--- config.mk ---
export PLATFORM = sky130hd
export DESIGN_NAME = osc_ctrl
export DESIGN_NICKNAME = d
export VERILOG_FILES = /design/src/core/osc_pkg.sv /design/src/core/osc_clk_switch.sv /design/src/core/osc_ctrl.sv
export SDC_FILE = /design/constraint.sdc
export NUM_CORES = 1
export LEC_CHECK = 0
export BUFFER_PORTS_ARGS = -buffer_cell sky130_fd_sc_hd__buf_2
export CAP_MARGIN = 20
export CORE_AREA = 2 2 104 106
export CTS_CLUSTER_DIAMETER = 80
export CTS_CLUSTER_SIZE = 24
export DETAILED_ROUTE_END_ITERATION = 6
export DIE_AREA = 0 0 106 108
export REMOVE_ABC_BUFFERS = 1
export SYNTH_ARGS = -nofsm -noshare
export SYNTH_HDL_FRONTEND = slang
export SYNTH_SLANG_ARGS = --single-unit
--- constraint.sdc ---
create_clock -name sys_clk_i -period 2.4 [get_ports sys_clk_i]
set_input_delay 0.36 -clock sys_clk_i [delete_from_list [all_inputs] [get_ports sys_clk_i]]
set_output_delay 0.36 -clock sys_clk_i [all_outputs]
set_load 0.03 [all_outputs]
--- src/core/osc_pkg.sv ---
// Constants for the oscillator select control block.
// Assumes a 20 MHz system clock and a classic Wishbone register port.
package osc_pkg;
  localparam int unsigned CLK_PERIOD_NS = 50;
  // Primary failure threshold: one period of the 1 kHz limit.
  localparam int unsigned PRI_FAIL_TIME_NS = 1000000;
  localparam int unsigned PRI_FAIL_CYCLES = PRI_FAIL_TIME_NS / CLK_PERIOD_NS;
  localparam int unsigned WDT_FAIL_CYCLES = 8004;
  localparam int unsigned SWITCH_GAP_CYCLES = 2;
  // Register index as printed; byte address is four times it.
  localparam logic [15:0] CTL_INDEX = 16'h0f86;
  localparam logic [15:0] CTL_ADDR = 16'h3e18;
  localparam logic [7:0] UNLOCK_FIRST = 8'he7;
  localparam logic [7:0] UNLOCK_SECOND = 8'h18;
  localparam int unsigned BIT_INT_EN = 7;
  localparam int unsigned BIT_XTL_EN = 6;
  localparam int unsigned BIT_WDT_EN = 5;
  localparam int unsigned BIT_POF_EN = 4;
  localparam int unsigned BIT_WOF_EN = 3;
  localparam logic [2:0] SRC_IPO_FAST = 3'h0;
  localparam logic [2:0] SRC_IPO_SLOW = 3'h1;
  localparam logic [2:0] SRC_CRYSTAL = 3'h2;
  localparam logic [2:0] SRC_WDT = 3'h3;
  localparam logic [2:0] SRC_EXT_PIN = 3'h4;
  localparam int unsigned NUM_SRC = 5;
  // Reset value with the crystal enable cleared; the strap sets it later.
  localparam logic [7:0] CTL_RESET = 8'ha0;
  typedef enum logic [1:0] {
    OSC_LOCKED,
    OSC_GOT_FIRST,
    OSC_UNLOCKED
  } osc_lock_t;
endpackage
--- src/core/osc_clk_switch.sv ---
// Glitch-free source gate switch for the system clock mux.
// Assumes the select input comes from a register in the same clock domain.
`timescale 1ns/1ps
module osc_clk_switch
  import osc_pkg::*;
#(
  parameter int unsigned GAP = SWITCH_GAP_CYCLES
) (
  // Clock and reset.
  input  wire logic               sys_clk_i,
  input  wire logic               sys_rst_i,
  // Select and gates.
  input  wire logic [2:0]         sel_i,
  output logic      [NUM_SRC-1:0] gate_o
);
  logic [2:0] cur_reg;
  logic [3:0] gap_reg;

  // A change drops every gate, waits, then opens only the new source.
  always_ff @(posedge sys_clk_i or posedge sys_rst_i) begin
    if (sys_rst_i) begin
      cur_reg <= SRC_IPO_FAST;
      gap_reg <= 4'h0;
      gate_o  <= 5'h01;
    end else if (sel_i != cur_reg) begin
      cur_reg <= sel_i;
      gap_reg <= 4'(GAP);
      gate_o  <= '0;
    end else if (gap_reg != 4'h0) begin
      gap_reg <= gap_reg - 4'h1;
    end else if (cur_reg < 3'(NUM_SRC)) begin
      gate_o <= 5'(5'h01 << cur_reg);
    end else begin
      gate_o <= '0;
    end
  end
endmodule

--- src/core/osc_ctrl.sv ---
// Oscillator select control: locked control register, failure detection, source gating.
// Assumes synchronous inputs, oscillator activity sampled as levels, Wishbone master on sys_clk_i.
// Contract
// - Unlock needs a write of E7 then a write of 18 to the control register.
// - The next write updates the register and locks it again at once.
// - Bit 7 turns the internal precision oscillator on or off.
// - Bit 6 turns the crystal on and overrides the two crystal pins in the same cycle.
// - Bit 5 turns the watchdog oscillator on or off.
// - Bit 4 enables primary failure detection and recovery; cleared means neither.
// - Bit 3 enables watchdog oscillator failure detection.
// - Select code 000 runs the system clock from the internal oscillator, fast.
// - Select code 001 runs it from the internal oscillator, slow.
// - Select code 010 runs it from the crystal or external RC oscillator.
// - Select code 011 runs it from the watchdog oscillator.
// - Select code 100 runs it from the external clock input pin.
// - A nonvolatile option decides whether the crystal runs after reset; it is off during reset.
// - Crystal drive mode comes from nonvolatile option bits.
// - The crystal input clock filter is off by default.
// - Out of order writes are ignored; unlock writes need not be adjacent.
// - Primary clock below about 1 kHz raises an event and, with bit 5 set, switches to watchdog.
// - Watchdog failure declared after 8004 cycles without a watchdog edge.
`timescale 1ns/1ps
module osc_ctrl
  import osc_pkg::*;
#(
  parameter int unsigned PRI_LIMIT = PRI_FAIL_CYCLES,
  parameter int unsigned WDT_LIMIT = WDT_FAIL_CYCLES
) (
  // Clock and reset.
  input  wire logic               sys_clk_i,
  input  wire logic               sys_rst_i,
  // Wishbone slave.
  input  wire logic               wb_cyc_i,
  input  wire logic               wb_stb_i,
  input  wire logic               wb_we_i,
  input  wire logic [15:0]        wb_adr_i,
  input  wire logic [3:0]         wb_sel_i,
  input  wire logic [31:0]        wb_dat_i,
  output logic      [31:0]        wb_dat_o,
  output logic                    wb_ack_o,
  // Nonvolatile options.
  input  wire logic               crystal_off_at_reset_option_i,
  input  wire logic [1:0]         crystal_drive_mode_option_i,
  // Sampled oscillator activity.
  input  wire logic               sysclk_monitor_i,
  input  wire logic               watchdog_osc_i,
  // Oscillator controls.
  output logic                    internal_rc_enable_o,
  output logic                    internal_precision_osc_fast_o,
  output logic                    crystal_osc_enable_o,
  output logic                    crystal_pins_override_o,
  output logic      [1:0]         crystal_drive_mode_o,
  output logic                    crystal_filter_enable_o,
  output logic                    watchdog_osc_enable_o,
  output logic      [NUM_SRC-1:0] sysclk_source_gate_o,
  // Failure events.
  output logic                    primary_fail_event_o,
  output logic                    watchdog_fail_event_o
);
  logic [7:0]  oscillator_control_reg;
  osc_lock_t   lock_reg;
  logic        strap_done_reg;
  logic        mon_prev_reg;
  logic        wdt_prev_reg;
  logic [15:0] pri_cnt_reg;
  logic [15:0] wdt_cnt_reg;
  logic        wdt_failed_reg;
  logic        wr_ctl;
  logic        rd_ctl;
  logic [7:0]  wr_byte;
  logic        pri_watch;
  logic        wdt_watch;
  logic        pri_trip;
  logic        wdt_trip;
  logic [2:0]  src_sel;

  function automatic logic ctl_hit(input logic [15:0] adr);
    return adr[15:2] == CTL_ADDR[15:2];
  endfunction

  // Bus decode; a write needs the low byte lane.
  assign wr_byte = wb_dat_i[7:0];
  assign wr_ctl  = wb_cyc_i & wb_stb_i & ~wb_ack_o & wb_we_i & wb_sel_i[0] & ctl_hit(wb_adr_i);
  assign rd_ctl  = ctl_hit(wb_adr_i);
  assign src_sel = oscillator_control_reg[2:0];

  // Ack one cycle after the strobe, dropped the next; unmapped reads give zero.
  always_ff @(posedge sys_clk_i or posedge sys_rst_i) begin
    if (sys_rst_i) begin
      wb_ack_o <= 1'b0;
      wb_dat_o <= 32'h0000_0000;
    end else begin
      wb_ack_o <= wb_cyc_i & wb_stb_i & ~wb_ack_o;
      wb_dat_o <= rd_ctl ? {24'h00_0000, oscillator_control_reg} : 32'h0000_0000;
    end
  end

  // Unlock sequence; other registers may be touched in between.
  always_ff @(posedge sys_clk_i or posedge sys_rst_i) begin
    if (sys_rst_i) begin
      lock_reg <= OSC_LOCKED;
    end else if (wr_ctl) begin
      case (lock_reg)
        OSC_LOCKED: begin
          lock_reg <= (wr_byte == UNLOCK_FIRST) ? OSC_GOT_FIRST : OSC_LOCKED;
        end
        OSC_GOT_FIRST: begin
          if (wr_byte == UNLOCK_SECOND) begin
            lock_reg <= OSC_UNLOCKED;
          end else if (wr_byte == UNLOCK_FIRST) begin
            lock_reg <= OSC_GOT_FIRST;
          end else begin
            lock_reg <= OSC_LOCKED;
          end
        end
        OSC_UNLOCKED: begin
          lock_reg <= OSC_LOCKED;
        end
        default: begin
          lock_reg <= OSC_LOCKED;
        end
      endcase
    end
  end

  // Failure watch conditions.
  assign pri_watch = oscillator_control_reg[BIT_POF_EN] & ~wdt_failed_reg & (src_sel != SRC_WDT);
  assign wdt_watch = oscillator_control_reg[BIT_WOF_EN] & oscillator_control_reg[BIT_WDT_EN]
                     & (src_sel != SRC_WDT) & ~wdt_failed_reg;
  assign pri_trip  = pri_watch & (pri_cnt_reg == 16'(PRI_LIMIT - 1));
  assign wdt_trip  = wdt_watch & (wdt_cnt_reg == 16'(WDT_LIMIT - 1));

  // Control register: strap load after reset, unlocked write, failure recovery.
  always_ff @(posedge sys_clk_i or posedge sys_rst_i) begin
    if (sys_rst_i) begin
      oscillator_control_reg <= CTL_RESET;
      strap_done_reg         <= 1'b0;
    end else begin
      strap_done_reg <= 1'b1;
      if (!strap_done_reg) begin
        oscillator_control_reg[BIT_XTL_EN] <= ~crystal_off_at_reset_option_i;
      end else if (wr_ctl && lock_reg == OSC_UNLOCKED) begin
        oscillator_control_reg <= wr_byte;
      end else if (pri_trip && oscillator_control_reg[BIT_WDT_EN]) begin
        oscillator_control_reg[2:0] <= SRC_WDT;
      end
    end
  end

  // Primary clock watch: cycles since the last monitor edge.
  always_ff @(posedge sys_clk_i or posedge sys_rst_i) begin
    if (sys_rst_i) begin
      mon_prev_reg <= 1'b0;
      pri_cnt_reg  <= 16'h0000;
    end else begin
      mon_prev_reg <= sysclk_monitor_i;
      if (!pri_watch || (sysclk_monitor_i != mon_prev_reg) || pri_trip) begin
        pri_cnt_reg <= 16'h0000;
      end else begin
        pri_cnt_reg <= pri_cnt_reg + 16'h0001;
      end
    end
  end

  // Watchdog oscillator watch; a failure also ends primary detection.
  always_ff @(posedge sys_clk_i or posedge sys_rst_i) begin
    if (sys_rst_i) begin
      wdt_prev_reg   <= 1'b0;
      wdt_cnt_reg    <= 16'h0000;
      wdt_failed_reg <= 1'b0;
    end else begin
      wdt_prev_reg <= watchdog_osc_i;
      if (!wdt_watch || (watchdog_osc_i != wdt_prev_reg) || wdt_trip) begin
        wdt_cnt_reg <= 16'h0000;
      end else begin
        wdt_cnt_reg <= wdt_cnt_reg + 16'h0001;
      end
      if (wdt_trip) begin
        wdt_failed_reg <= 1'b1;
      end
    end
  end

  // Event pulses.
  always_ff @(posedge sys_clk_i or posedge sys_rst_i) begin
    if (sys_rst_i) begin
      primary_fail_event_o  <= 1'b0;
      watchdog_fail_event_o <= 1'b0;
    end else begin
      primary_fail_event_o  <= pri_trip;
      watchdog_fail_event_o <= wdt_trip;
    end
  end

  // Oscillator enables and options.
  always_ff @(posedge sys_clk_i or posedge sys_rst_i) begin
    if (sys_rst_i) begin
      internal_rc_enable_o          <= 1'b1;
      internal_precision_osc_fast_o <= 1'b1;
      crystal_osc_enable_o          <= 1'b0;
      crystal_pins_override_o       <= 1'b0;
      crystal_drive_mode_o          <= 2'h0;
      crystal_filter_enable_o       <= 1'b0;
      watchdog_osc_enable_o         <= 1'b1;
    end else begin
      internal_rc_enable_o          <= oscillator_control_reg[BIT_INT_EN];
      internal_precision_osc_fast_o <= (src_sel != SRC_IPO_SLOW);
      crystal_osc_enable_o          <= oscillator_control_reg[BIT_XTL_EN];
      crystal_pins_override_o       <= oscillator_control_reg[BIT_XTL_EN];
      crystal_drive_mode_o          <= crystal_drive_mode_option_i;
      crystal_filter_enable_o       <= 1'b0;
      watchdog_osc_enable_o         <= oscillator_control_reg[BIT_WDT_EN];
    end
  end

  // Source gating; codes 010, 011 and 100 open crystal, watchdog and pin gates.
  osc_clk_switch u_switch (
    .sys_clk_i (sys_clk_i),
    .sys_rst_i (sys_rst_i),
    .sel_i     (src_sel),
    .gate_o    (sysclk_source_gate_o)
  );
endmodule

* Yosys cells after proc, flatten, opt, wreduce, memory -nomap -nowiden
Index checks and enable logic that the tools add are counted.
Cells by class: muxes and demuxes 15, bitwise gates (word level) 15, $lt $le $gt $ge 1, $add $sub $neg 3, shift-type cells 1, reductions and logical operators 14, equality and inequality tests 14
Operators by type and width (number):
- adder 16 x 1 -> 16 bit (second input constant) | 2
- two-way mux 16 bit | 2
- equality test 16 x 13 -> 1 bit (second input constant) | 1
- equality test 16 x 15 -> 1 bit (second input constant) | 1
- two-way mux 5 bit | 3
- equality test 14 x 12 -> 1 bit (second input constant) | 1
- AND 1 bit | 12
- two-way mux 4 bit | 3
- equality test 8 x 5 -> 1 bit (second input constant) | 1
- equality test 8 bit (second input constant) | 1
- two-way mux 8 bit | 1
- two-way mux 3 bit | 2
- left shift 1 x 3 -> 5 bit (first input constant) | 1
- logical OR 1 bit | 4
- inequality test 2 x 1 -> 1 bit (second input constant) | 2
- case mux 2 bit (2 select lines) | 1
- AND reduction 2 bit | 2
- nonzero test 2 bit | 2
- nonzero test 4 bit | 1
- subtractor 4 x 1 -> 4 bit (second input constant) | 1
- less-than comparator 3 bit (second input constant) | 1
- inequality test 3 x 1 -> 1 bit (second input constant) | 1
- inequality test 3 x 2 -> 1 bit (second input constant) | 1
- inequality test 3 bit | 1
- 9 further kinds | 15
Storage, ports and cells: word-level logic and storage cells 85, bits in registers 75

* Logic depth before layout (Yosys ltp)
Gate-level depths: netlist of the first run.
depth in word-level cells 8, depth in mapped cells 7

* Cells and area by module
A second synthesis of the first run with hierarchy kept.
Unflattened totals: cell total of the unflattened synthesis 333, area total of the unflattened synthesis 3594.7 µm²
By module, submodules not included:
- osc_ctrl | sequential area each 1582.8 µm², cells each 280, instances 1, area an instance 3039.2 µm²
- osc_clk_switch | sequential area each 301.5 µm², cells each 53, instances 1, area an instance 555.5 µm²

* Worst setup path after synthesis of the first run
Ideal clock, no wire load.
kind register -> register, from register pri_cnt_reg[0], to register pri_cnt_reg[11], library setup time 0.071 ns, required time 2.329 ns, clock period less this slack 1.741 ns, path slack 0.659 ns, data arrival time 1.670 ns, cell stages (with the launch flop) 8, path through dfrtp_1 -> ha_1 -> and4_1 -> clkbuf_1 -> and4_1 -> nand4b_1 -> buf_4 -> nor2_1
Between the ends: longest elaborated chain between the ends 4, elaborated cells between the ends (all ways) 5, classes of those cells 1 x add/sub; 1 x eq/ne; 1 x mux; 1 x bitwise; 1 x reduce/logical
RTL lines:
- start, declared | RTL line osc_ctrl.sv:65 | logic [15:0] pri_cnt_reg;
- start signal, assigned | RTL line osc_ctrl.sv:160 | pri_cnt_reg <= pri_cnt_reg + 16'h0001;
- branches (longest 3 deep; another with adder 16 x 1 -> 16 bit)
- two-way mux 16 bit (*) | RTL line osc_ctrl.sv:157 | if (!pri_watch || (sysclk_monitor_i != mon_prev_reg) || pri_trip) begin
Every way passes the cells marked *. A chain may end at the register's enable or synchronous reset.

* Worst setup path in the final report of the first run
from register wdt_cnt_reg[0], to register wdt_cnt_reg[11]
Between the ends: longest elaborated chain between the ends 4, elaborated cells between the ends (all ways) 5, classes of those cells 1 x add/sub; 1 x eq/ne; 1 x mux; 1 x bitwise; 1 x reduce/logical
RTL lines:
- start, declared | RTL line osc_ctrl.sv:66 | logic [15:0] wdt_cnt_reg;
- start signal, assigned | RTL line osc_ctrl.sv:176 | wdt_cnt_reg <= wdt_cnt_reg + 16'h0001;
- branches (longest 3 deep; another with adder 16 x 1 -> 16 bit)
- two-way mux 16 bit (*) | RTL line osc_ctrl.sv:173 | if (!wdt_watch || (watchdog_osc_i != wdt_prev_reg) || wdt_trip) begin
Marks and branches as above.

==> reports/results.ini, run 1 <==
[finish]
antennaDiodeCount = 0
nNetsFinal = 454
num-fill-cells = 1022
fin_area_sq_mm = 0.00409
area_growth_pct = 16.9
postLayoutCoreUtil_pct = 40.0
drive_above_1_share_pct = 24.7

[critical_path]
reg2reg_depth = 5
slowest_stage = nand3_1
cp-end-kind = register
startpoint = wdt_cnt_reg[0]$_DFF_PP0_
worstSetupEndpoint = wdt_cnt_reg[11]$_DFF_PP0_
path_max_fanout = 16
r2r_slack_ns = 0.53
rr_startpoint = wdt_cnt_reg[0]$_DFF_PP0_
cp.arrival_ns = 2.12
r2r_end = wdt_cnt_reg[11]$_DFF_PP0_
crit_path_cell_trace = ha_1 > and4b_1 > nand4_1 > nand3_1 > a21oi_1
critical_path_class = reg -> reg
critPathMaxStageDelay_ns = 0.47
cp-start-kind = register
critPathRequiredTime_ns = 2.65

[timing]
fin_setup_tns_ns = 0
finalWorstSetupSlack_ns = 0.528
fmax_mhz = 534
setup_violations = 0
maxSlewHeadroom_pct = 57.9
finClkSkew_ns = 0.00686
rsz0062_at_grt = false
period_needed_ns = 1.87
finalCritPeriodShare_pct = 78.0
final-hold-violation-count = 0
max_slew.worst_pin.slew_ns = 0.629
final_max_slew_viol_count = 0

[floorplanning]
io-pin-count = 110
die_w_um = 106
coreArea_sq_mm = 0.0102
die_h_um = 108
num_rows = 37
initial_utilization_pct = 34.2
dieArea_sq_mm = 0.0114

[yosys]
yosysWarnings = 0
synth_top_area_share_pct = 49.3
synthesis.area_sq_mm = 0.00350
yosysTopAreaCell = dfrtp_1
synth-seq-cells = 75
synthTopCellsByArea = dfrtp_1, buf_4, xnor2_1
yosysMostFrequentCell = dfrtp_1
synthCells = 326
synth_cell_types = 40
synth_common_cells = dfrtp_1, nor2_1, buf_4, xnor2_1, nand4_1
synth_edf_count = 0
synth.avg_cell_area_sq_um = 10.7
seq_area_frac_synth_pct = 53.8
ys.flop_type = dfrtp_1
async_reset_ff_share_pct = 100

[place]
place_area_sq_mm = 0.00387
place_ws_ns = 0.495
place.detailed.hpwl_mm = 4.70
port_buffers = 55
routabilityCongestion = 0.771

[route]
num_vias = 2456
drtAntennaViolNets = 0
drc = 0
routed_via_density = 4.64
wire_per_inst_um = 12.3
dr.pass1.iters = 4
wirelength_mm = 6.50
drt_iter0_drc = 60

[grt]
grt_usage_pct = 11.9
grt_max_degree = 32
grt.overflow.total = 0
antenna_found_initial = 0
grt_pass1_wl_mm = 10.9
first_global_vias = 2271

[cts]
cts_resized = 0
postCtsSetupBuffers = 0
cts_tree = done
cts-root-buf = clkbuf_8
clock-sinks = 75
clk_latency_ns = 0.34
ctsHtreeMaxLevel = 3
path_clk_slew_ns = 0.08
numCtsBuffers = 9
hold_buffers = 0
clockBufferDepth = 2

[flow_run]
drv_cap = 0

[power_and_ir_drop]
total_power_uw = 2520
powerDensity_mw_per_mm2 = 616
ir_worst_vdd_v = 0.000330
p_leak_uw = 0.00185

[hold_path]
hp-class = in -> async

[outcome]
status = finished clean

## worst min path at each step
| stage | startpoint | endpoint | slack (ns) | cells past startpoint |
|---|---|---|---|---|
| after detailed placement | oscillator_control_reg[7]$_DFFE_PP1P_ | internal_rc_enable_o$_DFF_PP1_ | 0.37 | 0 |
| final | sys_rst_i | wdt_cnt_reg[11]$_DFF_PP0_ | 0.04 | 2 |
| after global placement | oscillator_control_reg[7]$_DFFE_PP1P_ | internal_rc_enable_o$_DFF_PP1_ | 0.37 | 0 |
| after CTS | sys_rst_i | wdt_cnt_reg[11]$_DFF_PP0_ | 0.06 | 2 |
| after global routing | sys_rst_i | wdt_cnt_reg[13]$_DFF_PP0_ | 0.07 | 2 |
| after floorplan | oscillator_control_reg[7]$_DFFE_PP1P_ | internal_rc_enable_o$_DFF_PP1_ | 0.36 | 0 |
## per-stage QoR
step                      hold slack (ns)  instances
after floorplan                     0.356        316
after global placement              0.367        513
after detailed placement            0.366        513
after CTS                          0.0558        529
after global routing               0.0690        529
final                              0.0381        529
## power by group
| group | internal [uW] | switching [uW] | total [uW] |
|---|---|---|---|
| Sequential | 1270 | 3.54 | 1270 |
| Combinational | 36.2 | 108 | 144 |
| Clock | 642 | 463 | 1100 |
| Total | 1950 | 574 | 2520 |
## cell families after synthesis
| kind of cell | count (synthesis) | share of synthesized area [%] |
|---|---|---|
| other | 2 | 0.214 |
| multiplexers | 7 | 2.25 |
| XOR/XNOR | 31 | 7.75 |
| flip-flops | 75 | 53.8 |
| adder cells (fa/ha/maj) | 4 | 1.43 |
| AND/OR/NAND/NOR | 138 | 23.2 |
| AO/OA/AOI/OAI | 24 | 3.68 |
| buffers and inverters | 45 | 7.72 |
## cell type report
cell class	instances	area (sq um)	area share (%)
inverter	11	41.3	1.01
multi-input combinational	230	1440	35.1
clock inverter	4	72.6	1.77
clock buffer	12	155	3.79
sequential	75	1880	46.0
tap	136	170	4.16
timing repair buffer	61	333	8.13
## critical path: cells and delay by family (launching register included)
kind | cells | cell delay (ns)
AND/OR/NAND/NOR | 3 | 0.81
flip-flops | 1 | 0.41
AO/OA/AOI/OAI | 1 | 0.29
adder cells (fa/ha/maj) | 1 | 0.27
## cells in the final DEF (no fill, tap or decap), types with 3 or more instances in the layout
master / n
mux2_2: 7
nand4_1: 14
clkbuf_8: 11
nor3_1: 4
xnor2_1: 19
and3_1: 4
and4b_1: 3
dfstp_2: 6
xor2_1: 12
and2_1: 9
and4_1: 6
nor4b_1: 8
conb_1: 26
nand3_1: 12
nor2_1: 39
buf_2: 55
dfrtp_1: 69
o21ai_0: 7
buf_4: 5
inv_1: 10
or3_1: 4
ha_1: 4
a21oi_1: 13
nor4_1: 10
nand2_1: 10
## routing by layer
layer  vias up  share of wire, %  global-route usage, %
li1       1210                 -                      -
met1      1182                51                   17.4
met2        57                44                   17.1
met3         7               4.4                   2.83
met4         0               1.1                   4.51
met5         -                 0                      0
Note: power is estimated with default switching activity, not from simulation.
==> run 2, diff against run 1 <==
==> constraint.sdc (replaced) <==
create_clock -name sys_clk_i -period 1.57 [get_ports sys_clk_i]
set_input_delay 0.2355 -clock sys_clk_i [delete_from_list [all_inputs] [get_ports sys_clk_i]]
set_output_delay 0.2355 -clock sys_clk_i [all_outputs]
set_load 0.03 [all_outputs]
==> run 2 against run 1 <==
The run now ends with setup timing left. Cell count increased by 9.5%. Combinational power is 59% higher. Global-route usage is 1.0 points higher. Worst setup slack got worse by 0.57 ns. First-iteration DRC count rose by 57%. Clock power up 30%. Critical path depth decreased by 1. Sequential cell count stayed put. Register-to-register slack got worse by 0.57 ns. Design area rose by 15%. Power up 43%. Largest power group unchanged. Highest routed layer unchanged.
==> reports/results.ini, run 2 (synthesis gave the netlist of run 1 again) <==
[finish]
antennaDiodeCount = 0
final_common_cell = dfrtp_1
postLayoutCoreUtil_pct = 45.8
area_growth_pct = 33.9
layout_common_cells = dfrtp_1, buf_2, buf_4
drive_above_1_share_pct = 40.4
nNetsFinal = 504
fin_cells = 579

[critical_path]
cp-start-kind = register
path_max_fanout = 6
critPathMaxStageDelay_ns = 0.48
critPathRequiredTime_ns = 1.85
crit_path_cell_trace = nand4_1 > or4_4 > or3_1 > a21oi_1
critical_path_class = reg -> reg
slowest_stage = or4_4
cp-end-kind = register
cp.arrival_ns = 1.89

[cts]
numCtsBuffers = 9
cts_tree = done
clock-sinks = 75
cts-root-buf = clkbuf_8
clockBufferDepth = 2
ctsHtreeMaxLevel = 3
clk_latency_ns = 0.35
path_clk_slew_ns = 0.08

[route]
drc = 0
drt_iter0_drc = 94
wire_per_inst_um = 12.3
dr.pass1.iters = 5
wirelength_mm = 7.15
num_vias = 2661
drtAntennaViolNets = 0
routed_via_density = 4.60

[place]
place.detailed.hpwl_mm = 4.98
routabilityCongestion = 0.778
port_buffers = 55
placedCellCount = 550

[hold_path]
hp-class = in -> reg

[floorplanning]
io-pin-count = 110
initial_utilization_pct = 34.2
num_rows = 37
coreArea_sq_mm = 0.0102
dieArea_sq_mm = 0.0114
die_w_um = 106
die_h_um = 108

[timing]
finalWorstSetupSlack_ns = -0.0404
final_max_slew_viol_count = 0
setup_violations = 12
final-hold-violation-count = 0
period_needed_ns = 1.61
finalCritPeriodShare_pct = 103
finClkSkew_ns = 0.0115
rsz0062_at_grt = true
fmax_mhz = 621

[flow_run]
drv_cap = 0

[grt]
grt_usage_pct = 12.9
grt_max_degree = 76
grt.overflow.total = 0
grt_pass1_wl_mm = 11.9
first_global_vias = 2563
antenna_found_initial = 0

[power_and_ir_drop]
p_leak_uw = 0.00212
ir_worst_vdd_v = 0.000607
powerDensity_mw_per_mm2 = 770

[outcome]
violations = setup timing
status = complete, but fails checks

-- run 2: timing repair --
item                                    CTS  global route
setup buffers                             3             5
cloned                                    1             0
endpoints found under the setup margin   22            44
endpoints found under the hold margin    72             0
resized for setup                         5            53
pin swaps                                 1            18
hold buffers                              4             0
-- run 2: cell type report --
class	instances	area, sq um
fillers	965	5540
flip-flops and latches	75	1880
multi-input cells	230	1670
repair buffers	111	737
well taps	136	170
clock buffers	13	149
inverters	11	41.3
clock inverters	3	40.0
-- run 2: metal layers --
layer | vias up | part of all wire, % | GRT usage (%)
met5 | - | 0 | 0
met4 | 0 | 1.1 | 3.38
met3 | 7 | 4.9 | 4.10
met2 | 64 | 49 | 20.4
met1 | 1287 | 45 | 17.3
li1 | 1303 | - | -
-- run 2: worst max-delay path: cells and delay by family, from the launching register on --
family	cells	cell delay [ns]
and+or+nand+nor	3	0.99
DFF	1	0.40
AOI/OAI and AO/OA	1	0.15
-- run 2: final timing paths --
check,from,end,slack [ns],cells past startpoint
hold / removal,sysclk_monitor_i,mon_prev_reg$_DFF_PP0_,0.03,1
min in group asynchronous,sys_rst_i,watchdog_fail_event_o$_DFF_PP0_,0.50,4
max in group asynchronous,sys_rst_i,internal_precision_osc_fast_o$_DFF_PP1_,0.71,4
hold reg to reg,oscillator_control_reg[7]$_DFFE_PP1P_,internal_rc_enable_o$_DFF_PP1_,0.37,0
setup / recovery,wdt_cnt_reg[0]$_DFF_PP0_,wdt_cnt_reg[15]$_DFF_PP0_,-0.04,4
setup reg to reg,wdt_cnt_reg[0]$_DFF_PP0_,wdt_cnt_reg[15]$_DFF_PP0_,-0.04,4
-- run 2: through the flow --
| step | setup TNS, ns | total power (uW) | worst slack [ns] | hold slack [ns] | cell area [sq um] |
|---|---|---|---|---|---|
| 3_3_place_gp | -0.178 | 2210 | -0.0569 | 0.349 | 4140 |
| 3_5_place_dp | -0.464 | 2210 | -0.0922 | 0.349 | 4140 |
| 6_report | -0.165 | 3610 | -0.0404 | 0.0263 | 4690 |
| 5_1_grt | -2.64 | 3780 | -0.130 | 0.0105 | 4690 |
| 2_1_floorplan | -42.29 | 2130 | -0.566 | 0.267 | 3360 |
| 4_1_cts | -0.0262 | 3670 | -0.0262 | 0.0168 | 4420 |
-- run 2: where the power goes --
| group | switching (uW) | internal, uW | total (uW) |
|---|---|---|---|
| registers | 6.27 | 1940 | 1950 |
| clock network | 657 | 774 | 1430 |
| logic | 167 | 61.9 | 229 |
| total | 830 | 2780 | 3610 |
==> run 3, diff against run 2 <==
--- a/config.mk
+++ b/config.mk
@@ -8,6 +8,7 @@
 export BUFFER_PORTS_ARGS = -buffer_cell sky130_fd_sc_hd__buf_2
 export CAP_MARGIN = 20
 export CORE_AREA = 2 2 104 106
+export CTS_BUF_LIST = sky130_fd_sc_hd__clkbuf_16
 export CTS_CLUSTER_DIAMETER = 80
 export CTS_CLUSTER_SIZE = 24
 export DETAILED_ROUTE_END_ITERATION = 6
==> run 3 against run 2 <==
The run still ends with setup timing left. Global-route usage up 0.063 points. Register-to-register slack barely moved. Die area did not move. Via count is 0.19% higher. Power up 13%. Design area rose by 0.59%. Cell count decreased by 0.52%. Fmax increased by 0.59%. Combinational power down 3%. Largest cell class unchanged. Largest power group unchanged. Highest routed layer unchanged.
==> reports/results.ini, run 3 (synthesis gave the netlist of run 1 again) <==
[hold_path]
whs_path_depth = 1
hp-class = in -> reg
min_from = crystal_drive_mode_option_i[1]
min_to = crystal_drive_mode_o[1]$_DFF_PP0_

[route]
wirelength_mm = 7.23
drc = 0
dr.pass1.iters = 6
routed_via_density = 4.63
drt_iter0_drc = 97
num_vias = 2666
wire_per_inst_um = 12.5
drtAntennaViolNets = 0

[cts]
clockBufferDepth = 2
cts-root-buf = clkbuf_16
clock-sinks = 75
path_clk_slew_ns = 0.05
ctsHtreeMaxLevel = 3
clk_latency_ns = 0.33
cts_tree = done
numCtsBuffers = 9

[critical_path]
path_max_fanout = 8
reg2reg_depth = 6
crit_family = simple AND/OR/NAND/NOR gates
slowest_stage = or3b_4
rr_startpoint = u_switch.gap_reg[0]$_DFFE_PP0P_
crit_path_cell_trace = inv_2 > ha_4 > or3b_4 > nor4bb_4 > a21oi_1 > nor2_1
cp_num_buf_inv = 1
cp.arrival_ns = 1.85
critPathRequiredTime_ns = 1.82
critPathMaxStageDelay_ns = 0.46
critical_path_class = reg -> reg
cp-end-kind = register
cp-start-kind = register
r2r_slack_ns = -0.03
r2r_end = u_switch.gate_o[3]$_DFFE_PP0P_

[timing]
finClkSkew_ns = 0.00857
finalCritPeriodShare_pct = 102
rsz0062_at_grt = true
finalWorstSetupSlack_ns = -0.0310
setup_violations = 2
final-hold-violation-count = 0
period_needed_ns = 1.60
whs_ns = 0.0215
final_max_slew_viol_count = 0
fmax_mhz = 625

[flow_run]
drv_cap = 0

[grt]
grt_max_degree = 76
antenna_found_initial = 0
grt_pass1_wl_mm = 11.9
grt_usage_pct = 13.0
first_global_vias = 2553
grt.overflow.total = 0

[floorplanning]
dieArea_sq_mm = 0.0114
die_h_um = 108
die_w_um = 106
num_rows = 37
initial_utilization_pct = 34.2
io-pin-count = 110
coreArea_sq_mm = 0.0102

[outcome]
violations = setup timing
status = complete, but fails checks

[place]
routabilityCongestion = 0.778
place.detailed.hpwl_mm = 4.98
port_buffers = 55

[power_and_ir_drop]
p_leak_uw = 0.00217
ir_worst_vdd_v = 0.000653
powerDensity_mw_per_mm2 = 868

[finish]
area_growth_pct = 34.7
final_common_cell = dfrtp_1
layout_common_cells = dfrtp_1, buf_2, buf_4
postLayoutCoreUtil_pct = 46.1
drive_above_1_share_pct = 39.5
num-fill-cells = 962
nNetsFinal = 501
antennaDiodeCount = 0

-- run 3: cell count changes in the layout (fill, tap and decap cells not counted), moves of 2 or more --
cell           delta
clkbuf_1          -3
nor2_1            +3
inv_1             +3
dlygate4sd3_1     -3
clkbuf_16         +9
nor2_4            -5
nor2_2            +2
clkbuf_8         -10
-- run 3: cell type report --
type                    instances  area (sq um)  area share (%)
clock inverters                 7          55.1            1.17
flip-flops and latches         75          1880            39.9
multi-input cells             230          1640            34.7
inverters                      11          41.3           0.875
well taps                     136           170            3.61
repair buffers                108           703            14.9
clock buffers                   9           225            4.77
-- run 3: metrics by stage --
stage                     power, uW  worst slack [ns]  cell area, sq um  std cells  setup TNS (ns)
after floorplan                2130            -0.566              3360        316          -42.29
after global placement         2210           -0.0569              4140        550          -0.178
after detailed placement       2210           -0.0922              4140        550          -0.464
after CTS                      4170           -0.0203              4480        571         -0.0416
after global routing           4280            -0.123              4720        576           -2.33
final                          4100           -0.0310              4720        576         -0.0518
-- run 3: power by group --
group	leakage, uW	internal, uW	switching [uW]
Sequential	0.000982	1950	6.27
Combinational	0.00104	57.1	166
Clock	0.000150	1200	719
Total	0.00217	3200	891
-- run 3: per-layer routing --
| metal | global-route usage, % | wire length, um |
|---|---|---|
| met1 | 17.0 | 3210 |
| met2 | 20.6 | 3620 |
| met3 | 3.92 | 376 |
| met4 | 4.61 | 19 |
| met5 | 0 | 0 |
-- run 3: repair_timing --
action	4_1_cts	5_1_grt
buffers inserted	3	5
setup endpoints to repair	22	44
pin swaps	1	14
hold buffers	1	0
resized for setup	5	45
hold endpoints to repair	11	0
gates cloned	1	0
-- run 3: how the worst max path moves through the flow --
| stage | start | end | depth (start not counted) |
|---|---|---|---|
| after global routing | wdt_cnt_reg[0]$_DFF_PP0_ | wdt_cnt_reg[14]$_DFF_PP0_ | 5 |
| final | u_switch.gap_reg[0]$_DFFE_PP0P_ | u_switch.gate_o[3]$_DFFE_PP0P_ | 6 |
| after floorplan | sys_rst_i | crystal_drive_mode_o[0]$_DFF_PP0_ | 1 |
| after global placement | u_switch.gap_reg[0]$_DFFE_PP0P_ | u_switch.gate_o[3]$_DFFE_PP0P_ | 6 |
| after detailed placement | u_switch.gap_reg[1]$_DFFE_PP0P_ | u_switch.gate_o[1]$_DFFE_PP0P_ | 6 |
| after CTS | wdt_cnt_reg[0]$_DFF_PP0_ | wdt_cnt_reg[15]$_DFF_PP0_ | 4 |
